`config.mk`:
```
export PLATFORM = sky130hd
export DESIGN_NAME = trpc_port_ctrl
export DESIGN_NICKNAME = d
export VERILOG_FILES = /design/src/trpc_pkg.sv /design/src/trpc_set_mem.sv /design/src/trpc_addr_ctr.sv /design/src/trpc_port_ctrl.sv
export SDC_FILE = /design/constraint.sdc
export NUM_CORES = 1
export LEC_CHECK = 0
export BUFFER_PORTS_ARGS = -buffer_cell sky130_fd_sc_hd__buf_2
export CORE_MARGIN = 2
export CORE_UTILIZATION = 48
export DETAILED_ROUTE_END_ITERATION = 6
export PLACE_DENSITY = 0.72
export SETUP_SLACK_MARGIN = 0.2
export SLEW_MARGIN = 25
export SYNTH_ARGS = -nofsm -noshare
export SYNTH_HDL_FRONTEND = slang
export SYNTH_SLANG_ARGS = --single-unit
```
`constraint.sdc`:
```
create_clock -name clock_in -period 3.4 [get_ports clock_in]
set_input_delay 0.34 -clock clock_in [delete_from_list [all_inputs] [get_ports clock_in]]
set_output_delay 0.34 -clock clock_in [all_outputs]
set_load 0.03 [all_outputs]
```
`src/trpc_pkg.sv`:
```
package trpc_pkg;

   // ****************************************
   // field widths
   // ****************************************
   localparam int VOD_W  = 3;
   localparam int EMPH_W = 5;
   localparam int EQ_W   = 4;
   localparam int DCG_W  = 3;
   localparam int DB_W   = 4;
   localparam int MODE_W = 4;
   localparam int ADDR_W = 6;
   localparam int WORD_W = 16;

   // ****************************************
   // mode select codes
   // ****************************************
   localparam logic [MODE_W-1:0] MODE_ANALOG   = 4'h0;
   localparam logic [MODE_W-1:0] MODE_RATE_DIV = 4'h3;
   localparam logic [MODE_W-1:0] MODE_PLL      = 4'h4;
   localparam logic [MODE_W-1:0] MODE_CH_PLL   = 4'h5;
   localparam logic [MODE_W-1:0] MODE_CH_SEL   = 4'h6;
   localparam logic [MODE_W-1:0] MODE_CLK_UNIT = 4'h7;
   localparam logic [MODE_W-1:0] MODE_AEQ_CONT = 4'h8;
   localparam logic [MODE_W-1:0] MODE_AEQ_ONCE = 4'h9;
   localparam logic [MODE_W-1:0] MODE_AEQ_PDN  = 4'ha;

   // ****************************************
   // encodings and timing
   // ****************************************
   localparam logic [EMPH_W-1:0] EMPH_MID     = 5'h10;
   localparam logic [EMPH_W-1:0] EMPH_ZERO    = 5'h00;
   localparam logic [DCG_W-1:0]  DCG_MAX_CODE = 3'h4;
   localparam logic [DB_W-1:0]   DCG_STEP_DB  = 4'h3;
   localparam logic [1:0]        ERR_CYCLES   = 2'h2;

   // ****************************************
   // carriers
   // ****************************************
   typedef struct packed {
      logic [VOD_W-1:0]  vod;
      logic [EMPH_W-1:0] pre0;
      logic [EMPH_W-1:0] pre1;
      logic [EMPH_W-1:0] pre2;
      logic [EQ_W-1:0]   eq;
      logic [DCG_W-1:0]  dcg;
   } trpc_ch_set_t;

   localparam int SET_W = $bits(trpc_ch_set_t);
   localparam trpc_ch_set_t SET_RST = '0;

   typedef enum logic [2:0] {
      ST_IDLE  = 3'b000,
      ST_WRITE = 3'b001,
      ST_RD    = 3'b010,
      ST_RDCAP = 3'b011,
      ST_CFG   = 3'b100,
      ST_ERR   = 3'b101
   } trpc_state_t;

endpackage

```
`src/trpc_set_mem.sv`:
```
`timescale 1ns/1ns
module trpc_set_mem #(
   parameter int W     = 25,
   parameter int DEPTH = 4,
   parameter int AW    = 2
) (
   // clock and reset
   input  wire logic          clock_in,
   input  wire logic          nrst_in,
   // write side
   input  wire logic          we_in,
   input  wire logic [AW-1:0] waddr_in,
   input  wire logic [W-1:0]  wdata_in,
   // read side
   input  wire logic [AW-1:0] raddr_in,
   output logic      [W-1:0]  rdata_out
);

   typedef struct packed {
      logic [DEPTH-1:0][W-1:0] mem;
      logic [W-1:0]            rd;
   } trpc_mem_state_t;

   trpc_mem_state_t s_r;
   trpc_mem_state_t s_nxt;

   always_comb begin
      s_nxt = s_r;
      if (we_in) begin
         s_nxt.mem[waddr_in] = wdata_in;
      end
      // registered read sees the old word on a same-address write
      s_nxt.rd = s_r.mem[raddr_in];
   end

   always_ff @(posedge clock_in or negedge nrst_in) begin
      if (!nrst_in) begin
         s_r <= '0;
      end else begin
         s_r <= s_nxt;
      end
   end

   assign rdata_out = s_r.rd;

endmodule

```
`src/trpc_addr_ctr.sv`:
```
`timescale 1ns/1ns
module trpc_addr_ctr (
   // clock and reset
   input  wire logic                        clock_in,
   input  wire logic                        nrst_in,
   // control
   input  wire logic                        start_in,
   input  wire logic                        step_in,
   input  wire logic                        clear_in,
   input  wire logic [trpc_pkg::ADDR_W-1:0] last_in,
   // status
   output logic      [trpc_pkg::ADDR_W-1:0] addr_out,
   output logic                             changed_out,
   output logic                             done_out
);

   typedef struct packed {
      logic [trpc_pkg::ADDR_W-1:0] addr;
      logic                        chg;
      logic                        done;
   } trpc_ctr_state_t;

   trpc_ctr_state_t s_r;
   trpc_ctr_state_t s_nxt;

   always_comb begin
      s_nxt     = s_r;
      s_nxt.chg = 1'b0;
      if (start_in) begin
         s_nxt.done = 1'b0;
      end
      if (clear_in) begin
         s_nxt.addr = '0;
      end else if (step_in) begin
         s_nxt.chg = 1'b1;
         if (s_r.addr == last_in) begin
            // wrap to zero marks the end of the file
            s_nxt.addr = '0;
            s_nxt.done = 1'b1;
         end else begin
            s_nxt.addr = s_r.addr + 6'h01;
         end
      end
   end

   always_ff @(posedge clock_in or negedge nrst_in) begin
      if (!nrst_in) begin
         s_r <= '0;
      end else begin
         s_r <= s_nxt;
      end
   end

   assign addr_out    = s_r.addr;
   assign changed_out = s_r.chg;
   assign done_out    = s_r.done;

endmodule

```
`src/trpc_port_ctrl.sv`:
```
`timescale 1ns/1ns
// Function
// - write second post-tap 5-bit emphasis to transmitter
// - shared input copy or one per channel
// - emphasis codes 0,16 zero; signed around 16
// - write 4-bit receive equalization per channel
// - read back output swing, 3 bits per channel
// - read back three emphasis taps, 5 bits each
// - read back equalization and dc gain per channel
// - decode the 3-bit mode select codes
// - adaptive equalization widens select to 4 bits
// - fixed single mode without a mode select
// - word address counts up then wraps to zero
// - wrap to zero marks end of file
// - address change pulse after each word write unless an address reset lands in the same cycle
// - address reset pulse clears word address
// - address logic only in channel/pll modes
// - emphasis drives positive and inverted paths
// - busy high during analog read or write
module trpc_port_ctrl #(
   parameter int                           NUM_CH       = 4,
   parameter bit                           SHARED       = 1'b0,
   parameter bit                           MULTI_MODE   = 1'b1,
   parameter bit                           AEQ_EN       = 1'b0,
   parameter logic [trpc_pkg::MODE_W-1:0]  DEFAULT_MODE = trpc_pkg::MODE_ANALOG,
   parameter int                           IN_CH        = SHARED ? 1 : NUM_CH,
   parameter int                           CHW          = (NUM_CH > 1) ? $clog2(NUM_CH) : 1
) (
   // clock and reset
   input  wire logic                                            clock_in,
   input  wire logic                                            nrst_in,
   // user requests
   input  wire logic                                            write_in,
   input  wire logic                                            read_in,
   input  wire logic [trpc_pkg::MODE_W-1:0]                     mode_sel_in,
   // analog settings
   input  wire logic [IN_CH-1:0][trpc_pkg::VOD_W-1:0]           vod_in,
   input  wire logic [IN_CH-1:0][trpc_pkg::EMPH_W-1:0]          pre_tap_emphasis_in,
   input  wire logic [IN_CH-1:0][trpc_pkg::EMPH_W-1:0]          first_post_tap_emphasis_in,
   input  wire logic [IN_CH-1:0][trpc_pkg::EMPH_W-1:0]          second_post_tap_emphasis_in,
   input  wire logic [IN_CH-1:0][trpc_pkg::EQ_W-1:0]            eq_in,
   input  wire logic [IN_CH-1:0][trpc_pkg::DCG_W-1:0]           dcgain_in,
   // configuration file
   input  wire logic [trpc_pkg::WORD_W-1:0]                     cfg_data_in,
   input  wire logic [trpc_pkg::ADDR_W-1:0]                     cfg_last_addr_in,
   input  wire logic                                            addr_reset_in,
   // status
   output logic                                                 busy_out,
   output logic                                                 data_valid_out,
   output logic                                                 error_out,
   // read-back
   output logic      [NUM_CH-1:0][trpc_pkg::VOD_W-1:0]          vod_readback_out,
   output logic      [NUM_CH-1:0][trpc_pkg::EMPH_W-1:0]         pre_tap_emphasis_readback_out,
   output logic      [NUM_CH-1:0][trpc_pkg::EMPH_W-1:0]         first_post_tap_readback_out,
   output logic      [NUM_CH-1:0][trpc_pkg::EMPH_W-1:0]         second_post_tap_readback_out,
   output logic      [NUM_CH-1:0][trpc_pkg::EQ_W-1:0]           eq_readback_out,
   output logic      [NUM_CH-1:0][trpc_pkg::DCG_W-1:0]          dcgain_readback_out,
   // word address
   output logic      [trpc_pkg::ADDR_W-1:0]                     cfg_addr_out,
   output logic                                                 cfg_addr_change_out,
   output logic                                                 cfg_done_out,
   // transceiver side
   output logic                                                 pma_we_out,
   output logic      [CHW-1:0]                                  pma_ch_out,
   output trpc_pkg::trpc_ch_set_t                               pma_set_out,
   output logic signed [trpc_pkg::EMPH_W-1:0]                   pma_pre2_level_out,
   output logic signed [trpc_pkg::EMPH_W-1:0]                   pma_pre2_level_inv_out,
   output logic      [trpc_pkg::DB_W-1:0]                       pma_dcgain_db_out,
   output logic                                                 cfg_we_out,
   output logic      [trpc_pkg::WORD_W-1:0]                     cfg_word_out
);

   // ****************************************
   // decode helpers
   // ****************************************
   function automatic logic signed [trpc_pkg::EMPH_W-1:0] emph_level(
      input logic [trpc_pkg::EMPH_W-1:0] code
   );
      logic [trpc_pkg::EMPH_W-1:0] d;
      d = code - trpc_pkg::EMPH_MID;
      // code 0 is a second spelling of zero
      if (code == trpc_pkg::EMPH_ZERO) begin
         d = trpc_pkg::EMPH_ZERO;
      end
      return $signed(d);
   endfunction

   function automatic logic dcg_ok(input logic [trpc_pkg::DCG_W-1:0] code);
      return code <= trpc_pkg::DCG_MAX_CODE;
   endfunction

   function automatic logic [trpc_pkg::DB_W-1:0] dcg_db(
      input logic [trpc_pkg::DCG_W-1:0] code
   );
      logic [trpc_pkg::DB_W-1:0] db;
      db = '0;
      if (dcg_ok(code)) begin
         db = 4'(code * trpc_pkg::DCG_STEP_DB);
      end
      return db;
   endfunction

   function automatic logic mode_ok(input logic [trpc_pkg::MODE_W-1:0] m);
      logic ok;
      case (m)
         trpc_pkg::MODE_ANALOG,
         trpc_pkg::MODE_RATE_DIV,
         trpc_pkg::MODE_PLL,
         trpc_pkg::MODE_CH_PLL,
         trpc_pkg::MODE_CH_SEL,
         trpc_pkg::MODE_CLK_UNIT: begin
            ok = 1'b1;
         end
         trpc_pkg::MODE_AEQ_CONT,
         trpc_pkg::MODE_AEQ_ONCE,
         trpc_pkg::MODE_AEQ_PDN: begin
            ok = AEQ_EN;
         end
         default: begin
            ok = 1'b0;
         end
      endcase
      return ok;
   endfunction

   // ****************************************
   // state
   // ****************************************
   typedef struct packed {
      trpc_pkg::trpc_state_t                    st;
      logic [CHW-1:0]                           ch;
      logic [1:0]                               err_cnt;
      logic                                     vld;
      logic                                     pma_we;
      logic [CHW-1:0]                           pma_ch;
      trpc_pkg::trpc_ch_set_t                   pma_set;
      logic signed [trpc_pkg::EMPH_W-1:0]       pre2_lvl;
      logic signed [trpc_pkg::EMPH_W-1:0]       pre2_inv;
      logic [trpc_pkg::DB_W-1:0]                dcg_db;
      logic                                     cfg_we;
      logic [trpc_pkg::WORD_W-1:0]              cfg_word;
      logic [NUM_CH-1:0][trpc_pkg::SET_W-1:0]   rb;
   } trpc_top_state_t;

   trpc_top_state_t        s_r;
   trpc_top_state_t        s_nxt;
   trpc_pkg::trpc_ch_set_t in_set;
   trpc_pkg::trpc_ch_set_t mem_rd;
   logic [trpc_pkg::MODE_W-1:0] mode;
   logic                   cfg_mode;
   logic                   gain_bad;
   logic                   mem_we;
   logic                   start_cfg;
   logic                   addr_clr;
   logic [CHW-1:0]         lane;
   logic [CHW-1:0]         last_ch;

   assign last_ch = CHW'(NUM_CH - 1);

   // ****************************************
   // mode and input selection
   // ****************************************
   always_comb begin
      // without the select the block sits in its one mode for good
      mode = MULTI_MODE ? mode_sel_in : DEFAULT_MODE;
      if (!AEQ_EN) begin
         mode[3] = 1'b0;
      end
      cfg_mode = (mode == trpc_pkg::MODE_PLL)
              || (mode == trpc_pkg::MODE_CH_PLL)
              || (mode == trpc_pkg::MODE_CH_SEL);
      gain_bad = 1'b0;
      for (int i = 0; i < IN_CH; i++) begin
         if (!dcg_ok(dcgain_in[i])) begin
            gain_bad = 1'b1;
         end
      end
      lane = SHARED ? '0 : s_r.ch;
      in_set.vod  = vod_in[lane];
      in_set.pre0 = pre_tap_emphasis_in[lane];
      in_set.pre1 = first_post_tap_emphasis_in[lane];
      in_set.pre2 = second_post_tap_emphasis_in[lane];
      in_set.eq   = eq_in[lane];
      in_set.dcg  = dcgain_in[lane];
   end

   // ****************************************
   // transaction sequencer
   // ****************************************
   always_comb begin
      s_nxt        = s_r;
      s_nxt.pma_we = 1'b0;
      s_nxt.cfg_we = 1'b0;
      mem_we       = 1'b0;
      start_cfg    = 1'b0;
      case (s_r.st)
         trpc_pkg::ST_IDLE: begin
            s_nxt.ch = '0;
            // a request is a single-cycle pulse; a held level restarts
            if (write_in || read_in) begin
               s_nxt.vld = 1'b0;
               if (!mode_ok(mode)) begin
                  s_nxt.st      = trpc_pkg::ST_ERR;
                  s_nxt.err_cnt = trpc_pkg::ERR_CYCLES;
               end else if (mode == trpc_pkg::MODE_ANALOG) begin
                  if (write_in && gain_bad) begin
                     s_nxt.st      = trpc_pkg::ST_ERR;
                     s_nxt.err_cnt = trpc_pkg::ERR_CYCLES;
                  end else if (write_in) begin
                     s_nxt.st = trpc_pkg::ST_WRITE;
                  end else begin
                     s_nxt.st = trpc_pkg::ST_RD;
                  end
               end else if (read_in) begin
                  // only analog settings can be read back
                  s_nxt.st      = trpc_pkg::ST_ERR;
                  s_nxt.err_cnt = trpc_pkg::ERR_CYCLES;
               end else if (cfg_mode) begin
                  s_nxt.st  = trpc_pkg::ST_CFG;
                  start_cfg = 1'b1;
               end
            end
         end
         trpc_pkg::ST_WRITE: begin
            mem_we         = 1'b1;
            s_nxt.pma_we   = 1'b1;
            s_nxt.pma_ch   = s_r.ch;
            s_nxt.pma_set  = in_set;
            // one setting feeds both polarities of the tap
            s_nxt.pre2_lvl = emph_level(in_set.pre2);
            s_nxt.pre2_inv = -emph_level(in_set.pre2);
            s_nxt.dcg_db   = dcg_db(in_set.dcg);
            if (s_r.ch == last_ch) begin
               s_nxt.st = trpc_pkg::ST_IDLE;
            end else begin
               s_nxt.ch = s_r.ch + 1'b1;
            end
         end
         trpc_pkg::ST_RD: begin
            s_nxt.st = trpc_pkg::ST_RDCAP;
         end
         trpc_pkg::ST_RDCAP: begin
            s_nxt.rb[s_r.ch] = mem_rd;
            if (s_r.ch == last_ch) begin
               s_nxt.st  = trpc_pkg::ST_IDLE;
               s_nxt.vld = 1'b1;
            end else begin
               s_nxt.ch = s_r.ch + 1'b1;
               s_nxt.st = trpc_pkg::ST_RD;
            end
         end
         trpc_pkg::ST_CFG: begin
            s_nxt.cfg_we   = 1'b1;
            s_nxt.cfg_word = cfg_data_in;
            s_nxt.st       = trpc_pkg::ST_IDLE;
         end
         trpc_pkg::ST_ERR: begin
            s_nxt.err_cnt = s_r.err_cnt - 2'h1;
            if (s_r.err_cnt == 2'h1) begin
               s_nxt.st = trpc_pkg::ST_IDLE;
            end
         end
         default: begin
            s_nxt.st = trpc_pkg::ST_IDLE;
         end
      endcase
   end

   always_ff @(posedge clock_in or negedge nrst_in) begin
      if (!nrst_in) begin
         s_r    <= '0;
         s_r.st <= trpc_pkg::ST_IDLE;
      end else begin
         s_r <= s_nxt;
      end
   end

   // ****************************************
   // settings store and word address
   // ****************************************
   trpc_set_mem #(
      .W     (trpc_pkg::SET_W),
      .DEPTH (NUM_CH),
      .AW    (CHW)
   ) u_mem (
      .clock_in  (clock_in),
      .nrst_in   (nrst_in),
      .we_in     (mem_we),
      .waddr_in  (s_r.ch),
      .wdata_in  (in_set),
      .raddr_in  (s_r.ch),
      .rdata_out (mem_rd)
   );

   // address reset only counts in the file-based modes
   assign addr_clr = addr_reset_in && cfg_mode;

   trpc_addr_ctr u_addr (
      .clock_in    (clock_in),
      .nrst_in     (nrst_in),
      .start_in    (start_cfg),
      .step_in     (s_r.cfg_we),
      .clear_in    (addr_clr),
      .last_in     (cfg_last_addr_in),
      .addr_out    (cfg_addr_out),
      .changed_out (cfg_addr_change_out),
      .done_out    (cfg_done_out)
   );

   // ****************************************
   // outputs
   // ****************************************
   always_comb begin
      for (int i = 0; i < NUM_CH; i++) begin
         vod_readback_out[i]              = s_r.rb[i][24:22];
         pre_tap_emphasis_readback_out[i] = s_r.rb[i][21:17];
         first_post_tap_readback_out[i]   = s_r.rb[i][16:12];
         second_post_tap_readback_out[i]  = s_r.rb[i][11:7];
         eq_readback_out[i]               = s_r.rb[i][6:3];
         dcgain_readback_out[i]           = s_r.rb[i][2:0];
      end
   end

   // busy drops during the error window
   assign busy_out = (s_r.st != trpc_pkg::ST_IDLE)
                  && (s_r.st != trpc_pkg::ST_ERR);
   assign error_out              = (s_r.st == trpc_pkg::ST_ERR);
   assign data_valid_out         = s_r.vld;
   assign pma_we_out             = s_r.pma_we;
   assign pma_ch_out             = s_r.pma_ch;
   assign pma_set_out            = s_r.pma_set;
   assign pma_pre2_level_out     = s_r.pre2_lvl;
   assign pma_pre2_level_inv_out = s_r.pre2_inv;
   assign pma_dcgain_db_out      = s_r.dcg_db;
   assign cfg_we_out             = s_r.cfg_we;
   assign cfg_word_out           = s_r.cfg_word;

endmodule

```
==> reports/qor.yml <==
clkSlewWorstSetupHoldPaths_ns: 0.06
global_route.overflow_total: 0
crit_path_start_kind: "flop"
drc_errors: 0
synthesis.area_um2: 14000
timing_hold_violations_final: 0
detailedRoute.firstIterationViolations: 389
worst_slack_ns: 0.876
insertedDiodeCount: 0
worst-path-max-fanout: 33
cts_tree: "yes"
max-slew-margin-rel_pct: 43.8
fin_crit_sh_pct: 74.2
share_of_layout_cells_above_drive_strength_1_pct: 50.2
synth_area_leader_cell: "sky130_fd_sc_hd__dfrtp_1"
gp_routability_congestion: 0.776
initial_antenna_violation_count: 2
max-cap-violations: 0
place_ws_ns: 0.845
die_height_um: 175
route.detailed.vias_per_inst: 5.16
pin_count_of_the_biggest_net_entering_global_routing: 90
irDropWorstVdd_mv: 0.587
flow.area_growth_from_synthesis_pct: 13.0
setup_viol: 0
h-tree-depth: 2
placedCellCount: 1554
critical_path.endpoint_type: "flop"
die_area_um2: 30500
synth_async_reset_ratio_pct: 100
vias_post_dr: 8336
starting_density_of_the_core_pct: 48.7
remaining_antenna_violation_count: 0
core_area_um2: 28700
synthesis.instances: 1058
top_level_ports: 301
post_cts_buffers: 0
synth.yosys.seq_area_share_pct: 53.5
fin_worst_skew_ns: 0.0144
final-max-slew-violation-count: 0
worst-endpoint-arrival_ns: 2.89
synth.most_common_cell: "sky130_fd_sc_hd__dfrtp_1"
yosys-top-cells-count: "299 x sky130_fd_sc_hd__dfrtp_1, 161 x sky130_fd_sc_hd__buf_4, 149 x sky130_fd_sc_hd__mux2_2"
synth_seq_cells: 299
timing_worst_setup_path_type: "flop to flop"
setup_tns_ns: 0
hpwl_mm: 20.5
grt_setup_unrepaired: "false"
cp.required_ns: 3.77
clock.fmax_ghz: 0.396
p_leak_nw: 8.17
dpl_cell_area_um2: 14700
filler_cell_count_in_the_final_layout: 2420
synth_top_area_share_pct: 53.5
status: "completed"
total_power_mw: 14.7
worst_skew_pair.late_latency_ns: 0.50
port_buffers: 299
regToRegSetupSlack_ns: 0.88
number_of_search_and_repair_iterations_in_the_first_detailed_routing_pass: 4
avgRoutedWirePerCell_um: 18.4
yosysWarningCount: 0
fin_crit_ns: 2.52
num_rows: 62
wire_length_of_the_first_global_routing_pass_mm: 47.3
grt_pass1_vias: 8687
synth_edf_count: 0
synth_fp_nets: 1203
synth_ff_type: "sky130_fd_sc_hd__dfrtp_1"
yosysUniqueCellTypes: 49
ctsRootBufferMaster: "sky130_fd_sc_hd__clkbuf_16"
worst_hold_path_type: "input pin to flop"
finish.utilization_pct: 55.1
post_route_non_filler_standard_cell_count: 1614
dieWidth_um: 175
cellPowerDensity_nw_per_um2: 927
syn_area_per_cell_um2: 13.2
grtUsageTotal_pct: 19.7
tightest_slew_ns: 0.834
cts_sinks: 299
post_route_wl_mm: 29.7
timing.hold.ws_ns: 0.0815
final_nets: 1352
fin_area_um2: 15800
ctsLongestPathBuffers: 3
cts_made_buffers: 34
synth_area_leaders: "sky130_fd_sc_hd__dfrtp_1 53%, sky130_fd_sc_hd__mux2_2 12%, sky130_fd_sc_hd__buf_4 8.6%"
-- sequential cells by signal (all words and copies together), names as in the netlist, 6 cells and up --
name	count
pma_set_out	25
vod_readback_out	12
eq_readback_out	16
u_mem.rdata_out	25
dcgain_readback_out	12
first_post_tap_readback_out	20
u_mem.s_r	100
second_post_tap_readback_out	20
cfg_word_out	16
u_addr.addr_out	6
pre_tap_emphasis_readback_out	20
-- routing by layer --
metal  vias up  share of wire [%]  global-route usage, %
li1       3806                  -                      -
met1      4248                 44                   26.3
met2       236                 49                   32.9
met3        42                5.6                   4.42
met4         4                1.6                   4.69
met5         -               0.10                      0
-- kinds of logic (layout without fill, tap and decap cells) --
group | Yosys count | after routing | synth area share [%]
adders and majority gates | 14 | 14 | 1.31
muxes | 246 | 246 | 24.7
and+or+nand+nor | 183 | 183 | 5.55
buffers and inverters | 220 | 392 | 10.8
AOI/OAI and AO/OA | 88 | 88 | 3.64
DFF | 299 | 299 | 53.5
xor gates and xnor gates | 8 | 8 | 0.501
-- cell usage in the layout, fill, tap and decap left out, types with 8 or more instances in the layout --
cell,n
sky130_fd_sc_hd__clkbuf_1,8
sky130_fd_sc_hd__clkbuf_16,35
sky130_fd_sc_hd__ha_1,13
sky130_fd_sc_hd__buf_2,298
sky130_fd_sc_hd__nor2_1,16
sky130_fd_sc_hd__nand2_1,137
sky130_fd_sc_hd__mux4_2,48
sky130_fd_sc_hd__inv_1,14
sky130_fd_sc_hd__dfrtp_1,297
sky130_fd_sc_hd__mux2_4,42
sky130_fd_sc_hd__o21ai_0,57
sky130_fd_sc_hd__mux2_2,149
sky130_fd_sc_hd__buf_4,13
-- final cells by class --
cell class | count | area, µm² | share of cell area [%]
Timing Repair Buffer | 316 | 1670 | 10.6
Tap cell | 384 | 480 | 3.04
Multi-Input combinational cell | 539 | 5000 | 31.6
Inverter | 17 | 63.8 | 0.404
Clock buffer | 47 | 961 | 6.08
Clock inverter | 12 | 145 | 0.918
Sequential cell | 299 | 7490 | 47.4
-- worst max-delay path, stage by stage, from the launching register on --
cell and delay [ns]:
sky130_fd_sc_hd__dfrtp_1 0.39, sky130_fd_sc_hd__inv_2 0.08, sky130_fd_sc_hd__or3_2 0.50, sky130_fd_sc_hd__inv_2 0.36, sky130_fd_sc_hd__nand2_2 0.58, sky130_fd_sc_hd__mux2_2 0.48
-- path summary, 6_finish.rpt --
path | startpoint | endpoint | cells past startpoint
min in group asynchronous | nrst_in | pre_tap_emphasis_readback_out[11] | 2
max in group asynchronous | nrst_in | lane[1] | 3
worst min register to register | pma_set_out[21] | pma_set_out[21] | 2
worst max register to register | s_r[164] | u_mem.s_r[70] | 5
worst min-delay path | cfg_data_in[1] | cfg_word_out[1] | 2
worst max-delay path | s_r[164] | u_mem.s_r[70] | 5
-- what timing repair did --
action                    4_1_cts  5_1_grt
hold buffers                    1        0
resized for setup               0        0
hold endpoints to repair       85        0
-- power by group --
part	internal [mW]	switching, mW
clock	2.20	1.37
sequential	4.91	0.858
combinational	2.29	3.03
Note: power is estimated with default switching activity, not from simulation.
